--- config.mk ---
export PLATFORM = sky130hd
export DESIGN_NAME = frtcc_top
export DESIGN_NICKNAME = d
export VERILOG_FILES = /design/src/verilog/frtcc_pkg.sv /design/src/verilog/frtcc_top.sv
export SDC_FILE = /design/constraint.sdc
export NUM_CORES = 1
export LEC_CHECK = 0
export ABC_AREA = 1
export BUFFER_PORTS_ARGS = -buffer_cell sky130_fd_sc_hd__buf_2
export CORE_UTILIZATION = 50
export CTS_CLUSTER_DIAMETER = 100
export DETAILED_ROUTE_END_ITERATION = 16
export GPL_TIMING_DRIVEN = 0
export PLACE_DENSITY = 0.71
export SYNTH_ARGS = -nofsm -noshare
export SYNTH_HDL_FRONTEND = slang
export SYNTH_SLANG_ARGS = --single-unit
--- constraint.sdc ---
create_clock -name pclk -period 2 [get_ports pclk]
set_input_delay 0.2 -clock pclk [delete_from_list [all_inputs] [get_ports pclk]]
set_output_delay 0.2 -clock pclk [all_outputs]
set_load 0.02 [all_outputs]
--- src/verilog/frtcc_pkg.sv ---
// frtcc_pkg: constants for the free-running timer with capture and compare
// assumes apb addressing where each register index sits at byte address index*4
package frtcc_pkg;
  // apb byte address width: highest index 16'hFF9E times four needs 18 bits
  localparam int ADDR_W = 18;
  // register indices as printed; byte address is index*4
  localparam logic [15:0] IDX_STOP_HI = 16'hFF86;
  localparam logic [15:0] IDX_STOP_LO = 16'hFF87;
  localparam logic [15:0] IDX_IRQ_EN = 16'hFF90;
  localparam logic [15:0] IDX_FLAGS = 16'hFF91;
  localparam logic [15:0] IDX_COUNT = 16'hFF92;
  localparam logic [15:0] IDX_COMPARE = 16'hFF94;
  localparam logic [15:0] IDX_EDGE_CLK = 16'hFF96;
  localparam logic [15:0] IDX_OUT_CTRL = 16'hFF97;
  localparam logic [15:0] IDX_CAP_A = 16'hFF98;
  localparam logic [15:0] IDX_CAP_B = 16'hFF9A;
  localparam logic [15:0] IDX_CAP_C = 16'hFF9C;
  localparam logic [15:0] IDX_CAP_D = 16'hFF9E;
  // values after reset; all but the module stop bytes also load on standby
  localparam logic [7:0] RST_STOP_HI = 8'h3F;
  localparam logic [7:0] RST_STOP_LO = 8'hFF;
  localparam logic [7:0] RST_IRQ_EN = 8'h01;
  localparam logic [7:0] RST_FLAGS = 8'h00;
  localparam logic [7:0] RST_CTRL = 8'h00;
  localparam logic [15:0] RST_COUNT = 16'h0000;
  localparam logic [15:0] RST_COMPARE = 16'hFFFF;
  localparam logic [15:0] RST_CAPTURE = 16'h0000;
  localparam logic [15:0] RST_STEP = 16'hFFFF;
  localparam logic [15:0] RST_MASK = 16'h0000;
  localparam logic [15:0] COUNT_MAX = 16'hFFFF;
  // flag_status_ctrl bit positions
  localparam int FL_CAP_A = 7;
  localparam int FL_CAP_B = 6;
  localparam int FL_CAP_C = 5;
  localparam int FL_CAP_D = 4;
  localparam int FL_MATCH_A = 3;
  localparam int FL_MATCH_B = 2;
  localparam int FL_WRAP = 1;
  localparam int FL_CLR_SEL = 0;
  // edge_clock_ctrl bit positions
  localparam int EC_EDGE_A = 7;
  localparam int EC_EDGE_B = 6;
  localparam int EC_EDGE_C = 5;
  localparam int EC_EDGE_D = 4;
  localparam int EC_BUF_A = 3;
  localparam int EC_BUF_B = 2;
  localparam int EC_CLK_HI = 1;
  localparam int EC_CLK_LO = 0;
  // compare_output_ctrl bit positions
  localparam int OC_CAP_SEL = 5;
  localparam int OC_CMP_SEL = 4;
  localparam int OC_OE_A = 3;
  localparam int OC_OE_B = 2;
  localparam int OC_LVL_A = 1;
  localparam int OC_LVL_B = 0;
  // clock source select codes and prescaler taps
  typedef enum logic [1:0] {
    FRTCC_CLK_DIV2 = 2'b00,
    FRTCC_CLK_DIV8 = 2'b01,
    FRTCC_CLK_DIV32 = 2'b10,
    FRTCC_CLK_EXT = 2'b11
  } frtcc_clk_e;
  localparam int PRE_W = 5;
  localparam int TAP_DIV2 = 0;
  localparam int TAP_DIV8 = 2;
  localparam int TAP_DIV32 = 4;
endpackage

--- src/verilog/frtcc_top.sv ---
// frtcc_top: 16-bit free-running timer, two compare outputs, four capture inputs
// assumes an apb master on pclk; pins are asynchronous and synchronised here
// auto-add and capture mask regs are storage only
//
// How it works
// 16-bit counter steps once per count pulse from the two-bit clock select
// counter may clear on compare match a instead of free running
// wrap from all ones to zero sets the wrap flag
// counter loads zero on reset and hardware standby
// both compare values watched continuously; equality sets the channel match flag
// on match with output enable set, pin takes the output level bit
// compare pins stay low after reset until their first match
// compare values become all ones on reset and standby
// selected capture edge copies counter into capture value, sets flag same cycle
// one edge select bit per capture channel picks rising or falling
// buffer enables make c buffer a, and d buffer b
// buffered: both 0 falling, both 1 rising, differing means both edges
// capture happens even while its flag is still set
// outside source keeps capture pulses 1.5 clocks wide, 2.5 for both edges
// all capture values clear to zero on reset and standby
// compare a and b share one address, picked by compare select bit
// captures a-c share addresses with step and mask regs, picked by capture select
// flag bits 7..1 clear only by writing 0; bit 0 plain read/write
// bit 0 of the flag register selects clear on match a
// each flag requests its interrupt only while flag and its enable are 1
// buffered capture moves old primary value to buffer before loading new
// capture pins synchronised, edges found from successive synchronised samples
//
// Decided for this implementation: the APB slave port.
`timescale 1ns/1ps
module frtcc_top (
  // apb slave
  input wire logic pclk,
  input wire logic presetn,
  input wire logic psel,
  input wire logic penable,
  input wire logic pwrite,
  input wire logic [frtcc_pkg::ADDR_W-1:0] paddr,
  input wire logic [31:0] pwdata,
  input wire logic [3:0] pstrb,
  output logic [31:0] prdata,
  output logic pready,
  output logic pslverr,
  // chip level
  input wire logic hw_standby,
  output logic [6:0] irq_req,
  // timer pins
  input wire logic ext_count_clk_in,
  input wire logic capture_in_a,
  input wire logic capture_in_b,
  input wire logic capture_in_c,
  input wire logic capture_in_d,
  output logic compare_out_a,
  output logic compare_out_b
);
  // register file
  logic [7:0] module_stop_high;
  logic [7:0] module_stop_low;
  logic [7:1] irq_enable;
  logic [7:0] flag_status_ctrl;

  // counter and compare values
  logic [15:0] free_running_count;
  logic [15:0] compare_value_a;
  logic [15:0] compare_value_b;
  logic [7:0] edge_clock_ctrl;
  logic [7:0] compare_output_ctrl;

  // captures and their address partners
  logic [15:0] capture_value_a;
  logic [15:0] capture_value_b;
  logic [15:0] capture_value_c;
  logic [15:0] capture_value_d;
  logic [15:0] auto_add_step_r;
  logic [15:0] auto_add_step_f;
  logic [15:0] capture_mask_len;
  // synchronisers: stage 1 feeds stage 2 only, stage 3 holds the previous sample
  logic [5:0] sync1;
  logic [5:0] sync2;
  logic [4:0] sync3;
  // prescaler width follows the slowest tap
  localparam int PRE_BITS = frtcc_pkg::PRE_W;
  logic [PRE_BITS-1:0] prescale;

  // equality history for match events
  logic match_a_q;
  logic match_b_q;

  // pin order in the synchroniser: standby, ext clock, capture a..d
  logic [5:0] pins_raw;
  assign pins_raw = {hw_standby, ext_count_clk_in, capture_in_a, capture_in_b,
                     capture_in_c, capture_in_d};

  // standby lags its pin by two clocks
  wire standby = sync2[5];
  wire [3:0] cap_now = sync2[3:0];
  wire [3:0] cap_old = sync3[3:0];
  wire [3:0] cap_rise = cap_now & ~cap_old;
  wire [3:0] cap_fall = ~cap_now & cap_old;
  wire ext_rise = sync2[4] & ~sync3[4];

  // apb decode; registers answer with no wait state
  wire [15:0] idx = paddr[frtcc_pkg::ADDR_W-1:2];
  wire aligned = (paddr[1:0] == 2'b00);
  wire setup = psel & ~penable;
  // writes take effect at the access edge
  wire wr = psel & penable & pwrite & ~pslverr;

  // lanes 2 and 3 are ignored
  wire lane0 = pstrb[0];
  wire lane1 = pstrb[1];
  // select bits for the shared addresses
  wire sel_b = compare_output_ctrl[frtcc_pkg::OC_CMP_SEL];
  wire sel_step = compare_output_ctrl[frtcc_pkg::OC_CAP_SEL];

  // unaligned addresses hit nothing
  wire hit_stop_hi = aligned & (idx == frtcc_pkg::IDX_STOP_HI);
  wire hit_stop_lo = aligned & (idx == frtcc_pkg::IDX_STOP_LO);
  wire hit_irq = aligned & (idx == frtcc_pkg::IDX_IRQ_EN);
  wire hit_flags = aligned & (idx == frtcc_pkg::IDX_FLAGS);
  wire hit_count = aligned & (idx == frtcc_pkg::IDX_COUNT);
  wire hit_cmp = aligned & (idx == frtcc_pkg::IDX_COMPARE);
  wire hit_ec = aligned & (idx == frtcc_pkg::IDX_EDGE_CLK);
  wire hit_oc = aligned & (idx == frtcc_pkg::IDX_OUT_CTRL);
  wire hit_ca = aligned & (idx == frtcc_pkg::IDX_CAP_A);
  wire hit_cb = aligned & (idx == frtcc_pkg::IDX_CAP_B);
  wire hit_cc = aligned & (idx == frtcc_pkg::IDX_CAP_C);
  wire hit_cd = aligned & (idx == frtcc_pkg::IDX_CAP_D);
  wire hit_any = hit_stop_hi | hit_stop_lo | hit_irq | hit_flags | hit_count | hit_cmp |
                 hit_ec | hit_oc | hit_ca | hit_cb | hit_cc | hit_cd;

  // write strobes; shared addresses routed by the select bits
  wire wr_cmp_a = wr & hit_cmp & ~sel_b;
  wire wr_cmp_b = wr & hit_cmp & sel_b;
  wire wr_step_r = wr & hit_ca & sel_step;
  wire wr_step_f = wr & hit_cb & sel_step;
  wire wr_mask = wr & hit_cc & sel_step;
  // counter and flag writes
  wire wr_count = wr & hit_count;
  wire wr_flags = wr & hit_flags & lane0;

  // read mux; capture values are read-only, writes to them fall away
  logic [15:0] rd_val;
  assign rd_val =
    hit_stop_hi ? {8'h00, module_stop_high} :
    hit_stop_lo ? {8'h00, module_stop_low} :
    hit_irq ? {8'h00, irq_enable, 1'b1} :
    hit_flags ? {8'h00, flag_status_ctrl} :
    hit_count ? free_running_count :
    hit_cmp ? (sel_b ? compare_value_b : compare_value_a) :
    hit_ec ? {8'h00, edge_clock_ctrl} :
    hit_oc ? {8'h00, compare_output_ctrl} :
    hit_ca ? (sel_step ? auto_add_step_r : capture_value_a) :
    hit_cb ? (sel_step ? auto_add_step_f : capture_value_b) :
    hit_cc ? (sel_step ? capture_mask_len : capture_value_c) :
    hit_cd ? capture_value_d : 16'h0000;

  // count pulse from the selected source
  logic tick;
  always_comb begin
    unique case (frtcc_pkg::frtcc_clk_e'(edge_clock_ctrl[frtcc_pkg::EC_CLK_HI:
                                                       frtcc_pkg::EC_CLK_LO]))
      frtcc_pkg::FRTCC_CLK_DIV2: tick = &prescale[frtcc_pkg::TAP_DIV2:0];
      frtcc_pkg::FRTCC_CLK_DIV8: tick = &prescale[frtcc_pkg::TAP_DIV8:0];
      frtcc_pkg::FRTCC_CLK_DIV32: tick = &prescale[frtcc_pkg::TAP_DIV32:0];
      frtcc_pkg::FRTCC_CLK_EXT: tick = ext_rise;
    endcase
  end

  // compare and counter next values
  // events fire when equality begins
  wire match_a = (free_running_count == compare_value_a);
  wire match_b = (free_running_count == compare_value_b);
  wire match_a_ev = match_a & ~match_a_q;
  wire match_b_ev = match_b & ~match_b_q;
  wire clr_on_a = flag_status_ctrl[frtcc_pkg::FL_CLR_SEL];
  // no wrap when match a clears
  wire wrap = tick & ~(clr_on_a & match_a) & (free_running_count == frtcc_pkg::COUNT_MAX);

  logic [15:0] next_free_running_count;
  always_comb begin
    next_free_running_count = free_running_count;
    if (wr_count) begin
      // a software write takes priority over the count pulse
      if (lane1) next_free_running_count[15:8] = pwdata[15:8];
      if (lane0) next_free_running_count[7:0] = pwdata[7:0];
      // clear replaces the step
    end else if (tick & clr_on_a & match_a) begin
      next_free_running_count = frtcc_pkg::RST_COUNT;
    end else if (tick) begin
      next_free_running_count = free_running_count + 16'h0001;
    end
  end

  // capture triggers; buffered pairs use both edge bits of the pair
  wire [3:0] edge_sel = edge_clock_ctrl[frtcc_pkg::EC_EDGE_A:frtcc_pkg::EC_EDGE_D];
  wire buf_a = edge_clock_ctrl[frtcc_pkg::EC_BUF_A];
  wire buf_b = edge_clock_ctrl[frtcc_pkg::EC_BUF_B];
  wire [3:0] trig_plain = (edge_sel & cap_rise) | (~edge_sel & cap_fall);
  wire trig_buf_a = (edge_sel[3] == edge_sel[1]) ? trig_plain[3] :
                    (cap_rise[3] | cap_fall[3]);
  wire trig_buf_b = (edge_sel[2] == edge_sel[0]) ? trig_plain[2] :
                    (cap_rise[2] | cap_fall[2]);

  // buffer mode picks the pair's trigger
  wire trig_a = buf_a ? trig_buf_a : trig_plain[3];
  wire trig_b = buf_b ? trig_buf_b : trig_plain[2];
  // in buffer mode the c and d pins no longer capture
  wire trig_c = ~buf_a & trig_plain[1];
  wire trig_d = ~buf_b & trig_plain[0];

  // flags: hardware set wins over a software clear in the same cycle
  logic [7:0] set_flags;
  logic [7:0] next_flags;
  assign set_flags = {trig_a, trig_b, trig_c, trig_d, match_a_ev, match_b_ev, wrap, 1'b0};
  always_comb begin
    next_flags = flag_status_ctrl;
    if (wr_flags) begin
      next_flags[7:1] = flag_status_ctrl[7:1] & pwdata[7:1];
      next_flags[frtcc_pkg::FL_CLR_SEL] = pwdata[frtcc_pkg::FL_CLR_SEL];
    end
    // a set in the clearing cycle wins
    next_flags = next_flags | set_flags;
  end

  // interrupt requests follow flag and enable
  // requests are plain levels
  assign irq_req = flag_status_ctrl[7:1] & irq_enable[7:1];

  // apb answer: response latched in the setup cycle, zero wait states
  assign pready = 1'b1;

  // pin synchronisers and edge history
  // pins assumed idle low after reset
  always_ff @(posedge pclk or negedge presetn) begin
    if (!presetn) begin
      sync1 <= 6'h00;
      sync2 <= 6'h00;
      sync3 <= 5'h00;
    end else begin
      sync1 <= pins_raw;
      sync2 <= sync1;
      sync3 <= sync2[4:0];
    end
  end

  // apb response registers
  // capture value writes drop silently
  always_ff @(posedge pclk or negedge presetn) begin
    if (!presetn) begin
      prdata <= 32'h0000_0000;
      pslverr <= 1'b0;
    end else if (setup) begin
      prdata <= {16'h0000, rd_val};
      pslverr <= ~hit_any;
    end
  end

  // prescaler, counter and match history
  // standby restarts the prescaler
  always_ff @(posedge pclk or negedge presetn) begin
    if (!presetn) begin
      prescale <= '0;
      free_running_count <= frtcc_pkg::RST_COUNT;
      match_a_q <= 1'b0;
      match_b_q <= 1'b0;
    end else if (standby) begin
      prescale <= '0;
      free_running_count <= frtcc_pkg::RST_COUNT;
      match_a_q <= 1'b0;
      match_b_q <= 1'b0;
    end else begin
      prescale <= prescale + {{(PRE_BITS-1){1'b0}}, 1'b1};
      free_running_count <= next_free_running_count;
      match_a_q <= match_a;
      match_b_q <= match_b;
    end
  end

  // control registers and flags
  // module stop bits survive standby
  always_ff @(posedge pclk or negedge presetn) begin
    if (!presetn) begin
      module_stop_high <= frtcc_pkg::RST_STOP_HI;
      module_stop_low <= frtcc_pkg::RST_STOP_LO;
      irq_enable <= frtcc_pkg::RST_IRQ_EN[7:1];
      flag_status_ctrl <= frtcc_pkg::RST_FLAGS;
      edge_clock_ctrl <= frtcc_pkg::RST_CTRL;
      compare_output_ctrl <= frtcc_pkg::RST_CTRL;
    end else if (standby) begin
      irq_enable <= frtcc_pkg::RST_IRQ_EN[7:1];
      flag_status_ctrl <= frtcc_pkg::RST_FLAGS;
      edge_clock_ctrl <= frtcc_pkg::RST_CTRL;
      compare_output_ctrl <= frtcc_pkg::RST_CTRL;
    end else begin
      if (wr & hit_stop_hi & lane0) module_stop_high <= pwdata[7:0];
      if (wr & hit_stop_lo & lane0) module_stop_low <= pwdata[7:0];
      if (wr & hit_irq & lane0) irq_enable <= pwdata[7:1];
      if (wr & hit_ec & lane0) edge_clock_ctrl <= pwdata[7:0];
      if (wr & hit_oc & lane0) compare_output_ctrl <= pwdata[7:0];
      flag_status_ctrl <= next_flags;
    end
  end

  // compare and step registers; byte lanes honoured on compare and step, mask takes lane 0 only
  always_ff @(posedge pclk or negedge presetn) begin
    if (!presetn) begin
      compare_value_a <= frtcc_pkg::RST_COMPARE;
      compare_value_b <= frtcc_pkg::RST_COMPARE;
      auto_add_step_r <= frtcc_pkg::RST_STEP;
      auto_add_step_f <= frtcc_pkg::RST_STEP;
      capture_mask_len <= frtcc_pkg::RST_MASK;
    end else if (standby) begin
      compare_value_a <= frtcc_pkg::RST_COMPARE;
      compare_value_b <= frtcc_pkg::RST_COMPARE;
      auto_add_step_r <= frtcc_pkg::RST_STEP;
      auto_add_step_f <= frtcc_pkg::RST_STEP;
      capture_mask_len <= frtcc_pkg::RST_MASK;
    end else begin
      if (wr_cmp_a & lane1) compare_value_a[15:8] <= pwdata[15:8];
      if (wr_cmp_a & lane0) compare_value_a[7:0] <= pwdata[7:0];
      if (wr_cmp_b & lane1) compare_value_b[15:8] <= pwdata[15:8];
      if (wr_cmp_b & lane0) compare_value_b[7:0] <= pwdata[7:0];
      if (wr_step_r & lane1) auto_add_step_r[15:8] <= pwdata[15:8];
      if (wr_step_r & lane0) auto_add_step_r[7:0] <= pwdata[7:0];
      if (wr_step_f & lane1) auto_add_step_f[15:8] <= pwdata[15:8];
      if (wr_step_f & lane0) auto_add_step_f[7:0] <= pwdata[7:0];
      // upper byte of the mask length is fixed at zero
      if (wr_mask & lane0) capture_mask_len[7:0] <= pwdata[7:0];
    end
  end

  // capture registers; the flag state never blocks a transfer
  // buffer and primary load in one edge
  always_ff @(posedge pclk or negedge presetn) begin
    if (!presetn) begin
      capture_value_a <= frtcc_pkg::RST_CAPTURE;
      capture_value_b <= frtcc_pkg::RST_CAPTURE;
      capture_value_c <= frtcc_pkg::RST_CAPTURE;
      capture_value_d <= frtcc_pkg::RST_CAPTURE;
    end else if (standby) begin
      capture_value_a <= frtcc_pkg::RST_CAPTURE;
      capture_value_b <= frtcc_pkg::RST_CAPTURE;
      capture_value_c <= frtcc_pkg::RST_CAPTURE;
      capture_value_d <= frtcc_pkg::RST_CAPTURE;
    end else begin
      if (trig_a) capture_value_a <= free_running_count;
      if (trig_b) capture_value_b <= free_running_count;
      if (trig_a & buf_a) capture_value_c <= capture_value_a;
      else if (trig_c) capture_value_c <= free_running_count;
      if (trig_b & buf_b) capture_value_d <= capture_value_b;
      else if (trig_d) capture_value_d <= free_running_count;
    end
  end

  // compare output pins: low until the first enabled match
  // level holds between matches
  always_ff @(posedge pclk or negedge presetn) begin
    if (!presetn) begin
      compare_out_a <= 1'b0;
      compare_out_b <= 1'b0;
    end else if (standby) begin
      compare_out_a <= 1'b0;
      compare_out_b <= 1'b0;
    end else begin
      if (match_a_ev & compare_output_ctrl[frtcc_pkg::OC_OE_A])
        compare_out_a <= compare_output_ctrl[frtcc_pkg::OC_LVL_A];
      if (match_b_ev & compare_output_ctrl[frtcc_pkg::OC_OE_B])
        compare_out_b <= compare_output_ctrl[frtcc_pkg::OC_LVL_B];
    end
  end

endmodule // frtcc_top

[Word level (Yosys, flattened, before mapping)]
Cells that the tools add are included.
W data, S select, Z words.
Storage, ports and cells
  input port bits: 65
  output and inout port bits: 43
  logic and storage cells: 244
  register bits: 242
Operators by class
  equal/unequal tests: 22
  reductions and logical operators: 27
  add/sub/neg operators: 2
  multiplexer cells: 66
  bitwise logic cells: 96
Operators with widths (count)
  $mux W16: 34
  $eq A16 B16 Y1 const B: 13
  $mux W8: 18
  $and A1 B1 Y1: 61
  $eq A16 B16 Y1: 2
  $reduce_bool A2 Y1: 16
  $add A16 B1 Y16 const B: 1
  $and A4 B4 Y4: 4
  $and A7 B7 Y7: 2
  $mux W7: 2
  $or A1 B1 Y1: 13
  $not A4 Y4: 3
  $not A1 Y1: 11
  $mux W1: 10
  $or A8 B8 Y8: 1
  $reduce_and A2 Y1: 4
  $ne A3 B3 Y1 const B: 2
  $reduce_bool A3 Y1: 2
  $add A5 B1 Y5 const B: 1
  $mux W5: 1
  $reduce_and A5 Y1: 1
  $eq A2 B2 Y1 const B: 2
  $logic_not A2 Y1: 2
  $or A4 B4 Y4: 1
  other kinds (5): 6

[Depth between registers and ports, before layout]
  depth after elaboration: 14
  depth in mapped cells: 16
  depth with buffers taken out: 16

[Least setup slack after synthesis]
OpenSTA, ideal clock, no wires.
  path type: reg2reg
  start: reg sync2[2]
  end: reg capture_value_d[10]
  period minus slack after synthesis: 1963 ps
  setup time: 133 ps
  path buffers: 2
  stages on the path, launching flop included: 10
  slack: 37 ps
  data required time: 1867 ps
  data arrival time: 1830 ps
  cells stage by stage: dfrtp_1 > inv_1 > ha_1 > or3_1 > nand2_1 > buf_4 > nand2_2 > nand3_2 > buf_1 > o22ai_1
Between the ends
  word-level cells in the longest chain between the ends: 9
  elaborated cells on any way between the ends: 13
  classes of those cells: 4 x mux; 8 x bitwise; 1 x reduce/logical
RTL lines
  from (decl): line frtcc_top.sv:79  | logic [5:0] sync2;
  from (signal assigned): line frtcc_top.sv:242  | sync2 <= sync1;
  $not A4 Y4: line frtcc_top.sv:99  | wire [3:0] cap_fall = ~cap_now & cap_old;
  $and A4 B4 Y4: line frtcc_top.sv:99
  $and A4 B4 Y4: line frtcc_top.sv:199  | wire [3:0] trig_plain = (edge_sel & cap_rise) | (~edge_sel & cap_fall);
  $or A4 B4 Y4: line frtcc_top.sv:199
  $mux W1: line frtcc_top.sv:202  | wire trig_buf_b = (edge_sel[2] == edge_sel[0]) ? trig_plain[2] :
  $mux W1 (*): line frtcc_top.sv:207  | wire trig_b = buf_b ? trig_buf_b : trig_plain[2];
  $and A1 B1 Y1 (*): line frtcc_top.sv:351  | if (trig_b & buf_b) capture_value_d <= capture_value_b;
  $mux W16: line frtcc_top.sv:351
  $mux W16: line frtcc_top.sv:341  | end else if (standby) begin
  to (signal assigned): line frtcc_top.sv:340  | capture_value_d <= frtcc_pkg::RST_CAPTURE;
  to (signal assigned): line frtcc_top.sv:351
  to (signal assigned): line frtcc_top.sv:352  | else if (trig_d) capture_value_d <= free_running_count;
  to (decl): line frtcc_top.sv:73  | logic [15:0] capture_value_d;
Every way passes the cells marked *; elsewhere a longest branch is shown, timed or not.
A chain may end at the register's enable or synchronous reset.

[Worst setup path after layout]
  start: reg free_running_count[0]
  end: reg flag_status_ctrl[1]
Between the ends
  word-level cells in the longest chain between the ends: 7
  elaborated cells on any way between the ends: 8
  classes of those cells: 2 x eq/ne; 1 x mux; 5 x bitwise
RTL lines
  from (decl): line frtcc_top.sv:63  | logic [15:0] free_running_count;
  from (signal assigned): line frtcc_top.sv:264  | free_running_count <= frtcc_pkg::RST_COUNT;
  from (signal assigned): line frtcc_top.sv:269  | free_running_count <= frtcc_pkg::RST_COUNT;
  from (signal assigned): line frtcc_top.sv:274  | free_running_count <= next_free_running_count;
  $eq A16 B16 Y1: line frtcc_top.sv:172  | wire match_a = (free_running_count == compare_value_a);
  $and A1 B1 Y1: line frtcc_top.sv:178  | wire wrap = tick & ~(clr_on_a & match_a) & (free_running_count == frtcc_pkg::COUNT_MAX);
  $not A1 Y1: line frtcc_top.sv:178
  $and A1 B1 Y1: line frtcc_top.sv:178
  $and A1 B1 Y1 (*): line frtcc_top.sv:178
  $or A8 B8 Y8 (*): line frtcc_top.sv:223  | next_flags = next_flags | set_flags;
  $mux W8 (*): line frtcc_top.sv:290  | end else if (standby) begin
  to (signal assigned): line frtcc_top.sv:287  | flag_status_ctrl <= frtcc_pkg::RST_FLAGS;
  to (signal assigned): line frtcc_top.sv:292  | flag_status_ctrl <= frtcc_pkg::RST_FLAGS;
  to (signal assigned): line frtcc_top.sv:301  | flag_status_ctrl <= next_flags;
  to (decl): line frtcc_top.sv:60  | logic [7:0] flag_status_ctrl;
Marks and branches as above.

==> metrics <==
status=complete, but fails checks; failing checks=negative setup slack; cell area after synthesis=13,200 um^2; cell family with most CP delay=simple AND/OR/NAND/NOR gates; power per cell area=745 nW/um^2; post-route ant nets=0; largest net degree at the start of global routing=105; crit-path max cell delay=460 ps; final hold vios=0; Cells after Synth=1,669; overall routed net length=46.1 mm; Max VDD drop=0.000619 V; fmax=458 MHz; worst slack, placed=-761 ps; Setup WS post-layout=-181 ps; Worst EP arrival=2660 ps; period utilization=109%; Tot Pwr=12.3 mW; WHS=31.4 ps; fin cells=2,208; Crit path depth=8; DRC=0; first-pass GRT wire length=68.1 mm; CP Data Required Time=2470 ps; most common cell after layout, fill and taps aside=nand2_1; Clk Latency, worst-skew pair=560 ps; crit end category=register; Max Slew Vio Count=0; Setup-failing EPs final=19; Critical Path Slowest Stage Cell=dfrtp_2; number of global-route vias before repair=11,700; H-tree depth=1; placed cells=2,092; Yosys reg bits=242; Layout area overhead=25.3%; Hold Crit Start=pwdata[5]; Synth Warn #=0; grt total ovfl=0; IO Port Bufs=71; ranking of synthesized cells by area=dfrtp_1 (31%), dfstp_2 (16%), nand2_1 (11%), o21ai_0 (6.9%), nor2_1 (5.4%); crit path cell chain=ha_4, nand4_1, buf_6, nor4_4, nand4_1, nor2_4, nand4_1, a21oi_1; Mean Syn Cell Area=7.90 um^2; vias per cell=5.81; Multi-input gate area=6500 um^2; post-synth top area share=31.1%; most frequent cells in the layout=nand2_1 (358), nor2_1 (170), inv_1 (162), dfrtp_1 (158), o21ai_0 (139); CP bufs+invs=1; Primary FF master, synth=dfrtp_1; Yosys cell types=55; Sink Count=242; Worst R2R Start=free_running_count[0]; register area share after synthesis=46.7%; filler instances=2,229; Max Cap Viol=0; Die W=164 um; clock root buffer=clkbuf_16; Die Y=164 um; kind of critical path=reg -> reg; CTS tree=built; core box area=26,000 um^2; crit path from=free_running_count[0]; Inserted Clock Buffers=27; diode count=0; FP Rows=59; R2R depth=8; number of synthesized flops with an enable pin=0; clock slew at reported path FFs=60 ps; CP most frequent cell=nand4_1; share of layout cells above drive strength 1=26.5%; die area=27,000 um^2; initial antenna violation count=1; drt pass-1 iters=6; Vias=12,800; Layout Utilization=63.6%; ys async rst share=100%; Max Buffers Root-to-Sink=3; RSZ-0062 raised after global routing=true; Ports=108; Reg area=6160 um^2; relative slew slack=40.1%; HP Class=in -> reg; Critical Path Fanout Max=3; initial core utilization=50.8%; Final #Nets=1,925; RD Place Congestion=0.982; Tightest Pin Transition=895 ps; GRT Total Usage=33.7%; Hold Crit Depth=3; leak pwr=7.48 nW; startpoint type of the worst setup path=register; post-synth top area cell=dfrtp_1; Post-DP HPWL=33.0 mm; WL/cell=20.9 um; worst clock skew=15.8 ps; min cycle time layout=2180 ps; DRT iter0 DRCs=1,639
==> sequential cells by signal (all words and copies together) (netlist names), 7 cells and up <==
| name | cells |
|---|---|
| capture_value_a | 16 |
| auto_add_step_r | 16 |
| auto_add_step_f | 16 |
| compare_output_ctrl | 8 |
| capture_value_b | 16 |
| capture_value_c | 16 |
| free_running_count | 16 |
| edge_clock_ctrl | 8 |
| compare_value_b | 16 |
| capture_mask_len | 8 |
| prdata | 16 |
| irq_enable | 7 |
| flag_status_ctrl | 8 |
| module_stop_low | 8 |
| compare_value_a | 16 |
| capture_value_d | 16 |
| module_stop_high | 8 |
==> synth_stat cells, types with 19 or more instances <==
cell type	n
o21ai_0	182
nand2_1	376
nor2_1	188
nand3_1	63
dfrtp_1	164
buf_4	29
nand4_1	37
xor2_1	19
o22ai_1	38
dfstp_2	78
clkbuf_1	34
inv_1	173
a21oi_1	86
==> tightest hold or removal path, cell delays in order <==
cell and delay [ps]:
buf_2 140, o21ai_1 130, a21oi_1 60
==> cell families (layout without fill, tap and decap cells) <==
kind of cell	count (synthesis)	count (layout)	share of synthesized area, %
other	2	17	0.0569
buffers and inverters	272	461	8.84
DFF	242	242	46.7
adders and majority gates	8	8	0.759
and+or+nand+nor	730	730	24.7
muxes	18	18	1.45
xor gates and xnor gates	37	37	2.46
AOI/OAI and AO/OA	360	360	15.1
==> power breakdown <==
| group | switching [mW] | internal [mW] | leakage (nW) | total [mW] |
|---|---|---|---|---|
| Sequential | 0.222 | 5.22 | 3.01 | 5.44 |
| Clock | 2.06 | 3.00 | 0.439 | 5.06 |
| Combinational | 1.14 | 0.659 | 4.02 | 1.80 |
==> layout make-up <==
cell class	count	area share, %
clock buffer	42	4.85
multi-input combinational	1170	39.3
timing repair buffer	144	7.08
buffer	79	3.89
sequential	242	37.3
inverter	188	4.44
tap	335	2.54
clock inverter	8	0.575
==> metrics by stage <==
stage | TNS [ps] | area, um^2
after floorplan | 0 | 13200
final | -1210 | 16500
after detailed placement | -56270 | 14100
after global routing | -3500 | 16500
after global placement | -797250 | 14000
after CTS | -393 | 15900
==> final timing paths <==
kind	to	slack, ps
setup reg to reg	flag_status_ctrl[1]	-180
setup / recovery	flag_status_ctrl[1]	-180
hold / removal	flag_status_ctrl[5]	30
max in group asynchronous	free_running_count[6]	910
hold reg to reg	sync2[4]	350
min in group asynchronous	capture_value_c[13]	160
==> routing by layer <==
| metal | global-route usage, % | share of wire (%) | vias up |
|---|---|---|---|
| li1 | - | - | 5815 |
| met1 | 48.3 | 42 | 6141 |
| met2 | 49.4 | 43 | 749 |
| met3 | 8.26 | 11 | 123 |
| met4 | 11.8 | 3.9 | 0 |
| met5 | 1.33 | 0 | - |
==> timing repair <==
| item | 4_1_cts | 5_1_grt |
|---|---|---|
| endpoints found under the hold margin | 80 | 0 |
| pin swaps | 42 | 50 |
| hold buffers | 16 | 0 |
| setup endpoints to repair | 187 | 146 |
| resized for setup | 146 | 132 |
| gates cloned | 0 | 5 |
| buffers inserted | 36 | 14 |
(Power assumes the default switching activity.)
